$ cat src/rtl/led_defs.svh
// Named constants for the status indicator driver
`ifndef LED_DEFS_SVH
`define LED_DEFS_SVH

// ----------------------------------------------------------------
// Register map
// ----------------------------------------------------------------
`define LED_ADDR_W          8
`define LED_DATA_W          32
`define LED_REG_CTRL        8'h00
`define LED_REG_STATUS      8'h04
`define LED_CTRL_RESET      32'h0000_0000
`define LED_CTRL_MODE3_BIT  0
`define LED_CTRL_DUPLEX_LSB 1
`define LED_ST_STRAP_BIT    0
`define LED_ST_MODE3_BIT    1
`define LED_ST_POL_LSB      8
`define LED_ST_LIT_LSB      16

// ----------------------------------------------------------------
// Pin layout: three indicators per port
// ----------------------------------------------------------------
`define LED_PORTS           2
`define LED_PINS_PER_PORT   3
`define LED_PIN_COUNT       6
`define LED_PIN_LINK        0
`define LED_PIN_RATE        1
`define LED_PIN_THIRD       2

// ----------------------------------------------------------------
// Timing
// ----------------------------------------------------------------
`define LED_CLK_PERIOD_NS   10
`define LED_RESET_MIN_NS    1000
`define LED_BLINK_HALF_MS   50
`define LED_NS_PER_MS       1000000

`endif

$ cat src/rtl/led_pkg.sv
// Types shared by the status indicator driver
package led_pkg;

   // Display mode of the indicator set
   typedef enum logic [1:0] {
      MODE_STRAP_ONE,
      MODE_STRAP_TWO,
      MODE_REG_THREE
   } display_mode_t;

endpackage

$ cat src/rtl/led_chan_if.sv
// Per-port status and indicator levels between top and channel
`timescale 1ns/1ps
interface led_chan_if import led_pkg::*; ();
   logic          link_good;
   logic          speed_100;
   logic          tx_active;
   logic          rx_active;
   logic          collision;
   logic          full_duplex;
   display_mode_t mode;
   logic          duplex_sel;
   logic          blink_phase;
   logic [2:0]    lit;

   modport ctrl (output link_good, speed_100, tx_active, rx_active,
                 collision, full_duplex, mode, duplex_sel, blink_phase,
                 input lit);
   modport chan (input link_good, speed_100, tx_active, rx_active,
                 collision, full_duplex, mode, duplex_sel, blink_phase,
                 output lit);
endinterface

$ cat src/rtl/blink_timer.sv
// Free-running divider giving the activity blink phase
`timescale 1ns/1ps
module blink_timer #(
   parameter int unsigned HALF_CYCLES = 5000000
) (
   input  wire logic core_clk_in,
   input  wire logic rst_n_in,
   output wire logic blink_phase_out
);

   localparam logic [31:0] LAST_COUNT = 32'(HALF_CYCLES - 1);

   logic [31:0] count_reg;
   logic [31:0] count_next;
   logic        phase_reg;
   logic        phase_next;
   wire         wrap_w = (count_reg >= LAST_COUNT);

   // ----------------------------------------------------------------
   // Divider
   // ----------------------------------------------------------------
   // fixed blink half period
   assign count_next = wrap_w ? 32'h0000_0000 : count_reg + 32'h0000_0001;
   assign phase_next = wrap_w ? ~phase_reg : phase_reg;

   // Counter and phase flops
   always_ff @(posedge core_clk_in) begin
      if (!rst_n_in) begin
         count_reg <= 32'h0000_0000;
         phase_reg <= 1'b0;
      end else begin
         count_reg <= count_next;
         phase_reg <= phase_next;
      end
   end

   assign blink_phase_out = phase_reg;
endmodule

$ cat src/rtl/led_port_channel.sv
// Indicator decode for one port
`timescale 1ns/1ps
`include "led_defs.svh"
module led_port_channel import led_pkg::*; (
   input  wire logic core_clk_in,
   input  wire logic rst_n_in,
   led_chan_if.chan  ch
);

   wire traffic_w   = ch.tx_active | ch.rx_active;
   wire blink_off_w = traffic_w & ~ch.blink_phase;
   wire mode_one_w  = (ch.mode == MODE_STRAP_ONE);
   wire mode_three_w = (ch.mode == MODE_REG_THREE);

   // ----------------------------------------------------------------
   // Decode
   // ----------------------------------------------------------------
   // link steady or link with blink
   assign ch.lit[`LED_PIN_LINK] = mode_one_w ? ch.link_good
                                             : ch.link_good & ~blink_off_w;
   assign ch.lit[`LED_PIN_RATE] = ch.speed_100;
   assign ch.lit[`LED_PIN_THIRD] =
      mode_one_w ? traffic_w :
      (mode_three_w && ch.duplex_sel) ? ch.full_duplex : ch.collision;
endmodule

$ cat src/rtl/phy_status_led_driver.sv
// Dual-port status indicator driver with strap capture and registers
`timescale 1ns/1ps
`include "led_defs.svh"
module phy_status_led_driver import led_pkg::*; #(
   parameter int unsigned BLINK_HALF_CYCLES =
      `LED_BLINK_HALF_MS * (`LED_NS_PER_MS / `LED_CLK_PERIOD_NS)
) (
   input  wire logic                   core_clk_in,
   input  wire logic                   rst_n_in,
   // Register port
   input  wire logic [`LED_ADDR_W-1:0] reg_addr_in,
   input  wire logic [`LED_DATA_W-1:0] reg_wdata_in,
   input  wire logic                   reg_wr_in,
   input  wire logic                   reg_rd_in,
   output wire logic [`LED_DATA_W-1:0] reg_rdata_out,
   // Strap for display mode, high selects mode 1
   input  wire logic                   mode_strap_in,
   // Per-port status, bit 0 is port 0
   input  wire logic [1:0]             link_good_in,
   input  wire logic [1:0]             speed_100_in,
   input  wire logic [1:0]             tx_active_in,
   input  wire logic [1:0]             rx_active_in,
   input  wire logic [1:0]             collision_in,
   input  wire logic [1:0]             full_duplex_in,
   // Indicator pins, port 0
   input  wire logic                   link_indicator_port0_in,
   output wire logic                   link_indicator_port0_out,
   output wire logic                   link_indicator_port0_oe_out,
   input  wire logic                   rate_indicator_port0_in,
   output wire logic                   rate_indicator_port0_out,
   output wire logic                   rate_indicator_port0_oe_out,
   input  wire logic                   traffic_or_collision_indicator_port0_in,
   output wire logic                   traffic_or_collision_indicator_port0_out,
   output wire logic                   traffic_or_collision_indicator_port0_oe_out,
   // Indicator pins, port 1
   input  wire logic                   link_indicator_port1_in,
   output wire logic                   link_indicator_port1_out,
   output wire logic                   link_indicator_port1_oe_out,
   input  wire logic                   rate_indicator_port1_in,
   output wire logic                   rate_indicator_port1_out,
   output wire logic                   rate_indicator_port1_oe_out,
   input  wire logic                   traffic_or_collision_indicator_port1_in,
   output wire logic                   traffic_or_collision_indicator_port1_out,
   output wire logic                   traffic_or_collision_indicator_port1_oe_out
);

   // Shortest reset pulse the board must give, in cycles
   localparam int unsigned RESET_MIN_CYCLES =
      (`LED_RESET_MIN_NS + `LED_CLK_PERIOD_NS - 1) / `LED_CLK_PERIOD_NS;

   // ----------------------------------------------------------------
   // Declarations
   // ----------------------------------------------------------------
   logic [`LED_DATA_W-1:0]    ctrl_reg;
   logic [`LED_DATA_W-1:0]    ctrl_next;
   logic [`LED_DATA_W-1:0]    rdata_reg;
   logic [`LED_DATA_W-1:0]    rdata_next;
   logic                      strap_mode_reg;
   logic [`LED_PIN_COUNT-1:0] pol_reg;
   logic [`LED_PIN_COUNT-1:0] out_reg;
   logic [`LED_PIN_COUNT-1:0] out_next;
   logic                      oe_reg;
   logic [`LED_PIN_COUNT-1:0] pin_in_w;
   logic [`LED_PIN_COUNT-1:0] lit_w;
   logic                      blink_w;
   display_mode_t             mode_w;
   logic [RESET_MIN_CYCLES-1:0] reset_hist_reg;

   led_chan_if ch [`LED_PORTS] ();

   // ----------------------------------------------------------------
   // Pin gathering
   // ----------------------------------------------------------------
   // Pin levels, three per port, port 0 low
   assign pin_in_w = {traffic_or_collision_indicator_port1_in,
                      rate_indicator_port1_in,
                      link_indicator_port1_in,
                      traffic_or_collision_indicator_port0_in,
                      rate_indicator_port0_in,
                      link_indicator_port0_in};

   // ----------------------------------------------------------------
   // Register port
   // ----------------------------------------------------------------
   wire ctrl_hit_w   = (reg_addr_in == `LED_REG_CTRL);
   wire status_hit_w = (reg_addr_in == `LED_REG_STATUS);
   wire mode3_w      = ctrl_reg[`LED_CTRL_MODE3_BIT];

   // Status word: strap, mode, polarity and live indicator levels
   wire [`LED_DATA_W-1:0] status_w =
      (`LED_DATA_W'(strap_mode_reg) << `LED_ST_STRAP_BIT) |
      (`LED_DATA_W'(mode3_w)        << `LED_ST_MODE3_BIT) |
      (`LED_DATA_W'(pol_reg)        << `LED_ST_POL_LSB)   |
      (`LED_DATA_W'(lit_w)          << `LED_ST_LIT_LSB);

   // Only the mode and duplex select bits are writable
   wire [`LED_DATA_W-1:0] ctrl_mask_w =
      (`LED_DATA_W'(1) << `LED_CTRL_MODE3_BIT) |
      (`LED_DATA_W'(3) << `LED_CTRL_DUPLEX_LSB);

   assign ctrl_next = (reg_wr_in && ctrl_hit_w) ?
                      (reg_wdata_in & ctrl_mask_w) : ctrl_reg;

   // Read mux, unmapped addresses read zero
   assign rdata_next = !reg_rd_in   ? `LED_DATA_W'(0) :
                       ctrl_hit_w   ? ctrl_reg :
                       status_hit_w ? status_w : `LED_DATA_W'(0);

   always_ff @(posedge core_clk_in) begin
      if (!rst_n_in) begin
         ctrl_reg  <= `LED_CTRL_RESET;
         rdata_reg <= `LED_DATA_W'(0);
      end else begin
         ctrl_reg  <= ctrl_next;
         rdata_reg <= rdata_next;
      end
   end

   assign reg_rdata_out = rdata_reg;

   // ----------------------------------------------------------------
   // Strap capture
   // ----------------------------------------------------------------
   // straps re-sampled every reset cycle
   always_ff @(posedge core_clk_in) begin
      if (!rst_n_in) begin
         strap_mode_reg <= mode_strap_in;
         pol_reg        <= pin_in_w;
      end
   end

   // Reset history for the pulse-length check
   always_ff @(posedge core_clk_in) begin
      reset_hist_reg <= {reset_hist_reg[RESET_MIN_CYCLES-2:0], rst_n_in};
   end

   // ----------------------------------------------------------------
   // Mode selection and channels
   // ----------------------------------------------------------------
   // register mode overrides the strapped mode
   assign mode_w = mode3_w        ? MODE_REG_THREE :
                   strap_mode_reg ? MODE_STRAP_ONE : MODE_STRAP_TWO;

   blink_timer #(
      .HALF_CYCLES (BLINK_HALF_CYCLES)
   ) u_blink (
      .core_clk_in     (core_clk_in),
      .rst_n_in        (rst_n_in),
      .blink_phase_out (blink_w)
   );

   // One decoder per port
   for (genvar p = 0; p < `LED_PORTS; p++) begin : g_port
      assign ch[p].link_good   = link_good_in[p];
      assign ch[p].speed_100   = speed_100_in[p];
      assign ch[p].tx_active   = tx_active_in[p];
      assign ch[p].rx_active   = rx_active_in[p];
      assign ch[p].collision   = collision_in[p];
      assign ch[p].full_duplex = full_duplex_in[p];
      assign ch[p].mode        = mode_w;
      assign ch[p].duplex_sel  = ctrl_reg[`LED_CTRL_DUPLEX_LSB + p];
      assign ch[p].blink_phase = blink_w;
      assign lit_w[p*`LED_PINS_PER_PORT +: `LED_PINS_PER_PORT] = ch[p].lit;

      led_port_channel u_chan (
         .core_clk_in (core_clk_in),
         .rst_n_in    (rst_n_in),
         .ch          (ch[p])
      );
   end

   // ----------------------------------------------------------------
   // Pin drive
   // ----------------------------------------------------------------
   // pulled-up pins drive active low
   assign out_next = lit_w ^ pol_reg;

   // Output flops, pins released while in reset for strap sampling
   always_ff @(posedge core_clk_in) begin
      if (!rst_n_in) begin
         out_reg <= `LED_PIN_COUNT'(0);
         oe_reg  <= 1'b0;
      end else begin
         out_reg <= out_next;
         oe_reg  <= 1'b1;
      end
   end

   assign link_indicator_port0_out =
      out_reg[`LED_PIN_LINK];
   assign rate_indicator_port0_out =
      out_reg[`LED_PIN_RATE];
   assign traffic_or_collision_indicator_port0_out =
      out_reg[`LED_PIN_THIRD];
   assign link_indicator_port1_out =
      out_reg[`LED_PINS_PER_PORT + `LED_PIN_LINK];
   assign rate_indicator_port1_out =
      out_reg[`LED_PINS_PER_PORT + `LED_PIN_RATE];
   assign traffic_or_collision_indicator_port1_out =
      out_reg[`LED_PINS_PER_PORT + `LED_PIN_THIRD];

   assign link_indicator_port0_oe_out                 = oe_reg;
   assign rate_indicator_port0_oe_out                 = oe_reg;
   assign traffic_or_collision_indicator_port0_oe_out = oe_reg;
   assign link_indicator_port1_oe_out                 = oe_reg;
   assign rate_indicator_port1_oe_out                 = oe_reg;
   assign traffic_or_collision_indicator_port1_oe_out = oe_reg;

   // Port 1 pin positions in the six-pin vector
   localparam int LINK1_IDX  = `LED_PINS_PER_PORT + `LED_PIN_LINK;
   localparam int RATE1_IDX  = `LED_PINS_PER_PORT + `LED_PIN_RATE;
   localparam int THIRD1_IDX = `LED_PINS_PER_PORT + `LED_PIN_THIRD;
endmodule

$ cat config.mk
export PLATFORM = sky130hd
export DESIGN_NAME = phy_status_led_driver
export DESIGN_NICKNAME = d
export VERILOG_FILES = /design/src/rtl/led_pkg.sv /design/src/rtl/led_chan_if.sv /design/src/rtl/blink_timer.sv /design/src/rtl/led_port_channel.sv /design/src/rtl/phy_status_led_driver.sv
export VERILOG_INCLUDE_DIRS = /design/src /design/src/rtl
export SDC_FILE = /design/constraint.sdc
export NUM_CORES = 1
export LEC_CHECK = 0
export BUFFER_PORTS_ARGS = -buffer_cell sky130_fd_sc_hd__buf_2
export CORE_ASPECT_RATIO = 1.2
export CORE_MARGIN = 4
export CORE_UTILIZATION = 51
export DETAILED_ROUTE_END_ITERATION = 7
export PLACE_DENSITY = 0.92
export SLEW_MARGIN = 20
export SYNTH_ARGS = -nofsm -noshare
export SYNTH_HDL_FRONTEND = slang
export SYNTH_SLANG_ARGS = --single-unit
$ cat constraint.sdc
create_clock -name core_clk_in -period 4.6 [get_ports core_clk_in]
set_input_delay 0.92 -clock core_clk_in [delete_from_list [all_inputs] [get_ports core_clk_in]]
set_output_delay 0.92 -clock core_clk_in [all_outputs]
set_load 0.03 [all_outputs]
==> key figures <==
Floorplanning
  – Die extent in y: 85.8 um
  – Die ar.: 6250 um2
  – Core ar.: 4900 um2
  – Die X: 72.8 um
  – Rows: 28
  – # IOs: 107
  – Initial core utilization: 52.4%

Setup path
  – Critical path endpoint category: flop
  – Required time of the critical path: 4.82 ns
  – Worst Path Max Fanout: 22
  – Critical-path top delay cell: or4_1
  – CP delay by family, top: simple AND/OR/NAND/NOR gates
  – Largest stage delay, worst path: 0.53 ns
  – Startpoint types: flop
  – CP Data Arrival Time: 2.30 ns
  – CP Cell Sequence: or4_1, nor4b_2, nor4b_4, or3_4, nor2_1
  – WP buf/inv: 0
  – Crit Path Category: reg -> reg

GRT
  – First-pass GRT wire length: 8440 um
  – Tot GR Track Use: 17.7%
  – Largest net degree at the start of global routing: 23
  – Initial antenna violation count: 0
  – GR Overflow Total: 0
  – Vias in the first global route: 1907

CTS
  – CTS tree: built
  – Post-CTS Resized: 0
  – H-tree lvl count: 3
  – Root Driver: clkbuf_8
  – Clk Latency, worst-skew pair: 0.34 ns
  – Worst-path clk slew: 0.07 ns
  – Clk sinks: 65
  – Maximum root-to-sink buffer count: 2
  – Cts bufs inserted: 9
  – Postcts setup bufs: 0
  – Hold Buf Count CTS: 0

Synth
  – Seq cells post-synth: 65
  – Yosys cell types: 34
  – Synth Instances: 259
  – Synth async-reset ratio: 0%
  – Top FF cell, synth: dfxtp_1
  – Ys Warns: 0
  – Average cell area after synthesis: 9.93 um2
  – EDFF count, synth: 7
  – Cell Area, Synth: 2570 um2
  – Sequential share of the synthesized area: 53.3%

STA
  – Rel. slew slack: 58.9%
  – Worst hold margin: 0.489 ns
  – Fin crit period: 2.08 ns
  – Worst Max-Slew Pin Slew: 0.616 ns
  – Post-Route Skew: 0.00705 ns
  – Final number of setup-violating endpoints: 0
  – RSZ-0062 raised after global routing: no
  – Period utilisation layout: 45.2%
  – Final Hold Fails: 0
  – Final setup TNS: 0 ns
  – F_max: 481 MHz
  – Max-slew violations: 0

Run
  – Max-cap viol count: 0

Cells and area
  – Nets@finish: 391
  – Number of diodes: 0
  – Post-Layout Cell Count: 392
  – Max FFs per register: 32
  – Area Overhead vs Synth: 17.9%
  – Post-route cell area: 3030 um2
  – Share of layout cells above drive strength 1: 24.4%

Drt
  – Iter 0 DRT Violations: 109
  – Via count: 2002
  – DRT antenna net count: 0
  – DRC violations left: 0
  – Average vias per placed instance: 5.11
  – Wirelength per Cell: 13.8 um
  – DR pass1 iterations: 4
  – Routed wire length: 5390 um

Outcome
  – Outcome: complete, no violations

Placement
  – Hpwl dp: 3950 um
  – PortBufs: 60
  – DP Cell Count: 376
  – GP Congestion: 0.786
  – DP Area: 2840 um2

Worst hold path
  – Hold Path Class: reg -> reg

Power and ir drop
  – Leakage power: 1.28 nW
  – VDD IR max: 0.000196 V
  – PwrDens: 379 nW/um2
[layout make-up]
| class | instances | area (um2) |
|---|---|---|
| Clock buffer | 9 | 124 |
| Fill cell | 389 | 1870 |
| Inverter | 9 | 33.8 |
| Clock inverter | 7 | 70.1 |
| Tap cell | 60 | 75.1 |
| Multi-Input combinational cell | 182 | 1060 |
| Sequential cell | 65 | 1370 |
| Timing Repair Buffer | 60 | 300 |
[cell families (layout without fill, tap and decap cells)]
| family | after synthesis | after routing | synth area share (%) |
|---|---|---|---|
| compound gates | 13 | 13 | 3.45 |
| xor+xnor | 27 | 27 | 9.19 |
| fa+ha+maj | 1 | 1 | 0.486 |
| buf+inv | 37 | 85 | 9.19 |
| flops | 65 | 65 | 53.3 |
| mux | 7 | 7 | 2.82 |
| other cells | 1 | 26 | 0.146 |
| simple gates | 108 | 108 | 21.4 |
[layer usage]
| layer | wire, um | vias to the layer above | track usage, % |
|---|---|---|---|
| met3 | 485 | 13 | 5.63 |
| met2 | 2810 | 89 | 33.2 |
| met4 | 132 | 0 | 7.89 |
| li1 | - | 967 | - |
| met5 | 0 | - | 0 |
| met1 | 1970 | 933 | 17.1 |
[cells in the mapped netlist, types with 2 or more instances]
master	instances	area (um2)
dfxtp_1	58	1160
nor2_1	48	180
buf_4	22	165
xnor2_1	16	140
nor3_1	11	55.1
xor2_1	11	96.3
nand3_1	10	50.1
and3_1	9	56.3
inv_1	9	33.8
nand2_1	9	33.8
edfxtp_1	7	210
nor4_1	6	37.5
mux2i_1	5	50.1
nand4_1	5	31.3
a211oi_1	4	30.0
clkbuf_1	4	15.0
and4_1	3	26.3
o21ai_0	3	15.0
a21oi_1	2	10.0
buf_6	2	22.5
mux2_2	2	22.5
[power breakdown]
group | leakage (nW) | internal (W) | switching [W]
Clock | 0.0893 | 0.000249 | 0.000221
Combinational | 0.647 | 0.0000250 | 0.0000587
Sequential | 0.541 | 0.000589 | 0.00000738
[metrics by stage]
stage | util [%] | setup slack (ns) | power (W)
6_report | 61.8 | 2.52 | 0.00115
5_1_grt | 61.8 | 2.34 | 0.00119
4_1_cts | 61.8 | 2.51 | 0.00116
3_5_place_dp | 57.9 | 2.35 | 0.000692
3_3_place_gp | 57.9 | 2.41 | 0.000689
2_1_floorplan | - | 2.63 | 0.000677
[path summary, 6_finish.rpt]
path | start | to | slack [ns] | depth (start not counted)
setup reg to reg | u_blink.count_reg[21] | u_blink.count_reg[15] | 2.52 | 5
setup / recovery | u_blink.count_reg[21] | u_blink.count_reg[15] | 2.52 | 5
hold reg to reg | u_blink.count_reg[0] | u_blink.count_reg[0] | 0.49 | 1
hold / removal | u_blink.count_reg[0] | u_blink.count_reg[0] | 0.49 | 1
[cells in the final DEF, fill, tap and decap left out, types with 2 or more instances in the layout]
master	n
xor2_1	11
a21oi_1	2
nand2_1	9
nor4_1	6
mux2_2	2
edfxtp_1	7
and4_1	3
and3_1	9
buf_2	60
nor2_1	48
conb_1	26
inv_1	9
o21ai_0	3
nor3_1	11
clkinvlp_4	3
nand4_1	5
clkbuf_8	9
dfxtp_1	58
a211oi_1	4
xnor2_1	16
mux2i_1	5
nand3_1	10
[worst register-to-register path, stage by stage (launching register included)]
cell     delay [ns]
dfxtp_1        0.34
or4_1          0.53
nor4b_2        0.33
nor4b_4        0.34
or3_4          0.34
nor2_1         0.09
Note: power is estimated with default switching activity, not from simulation.
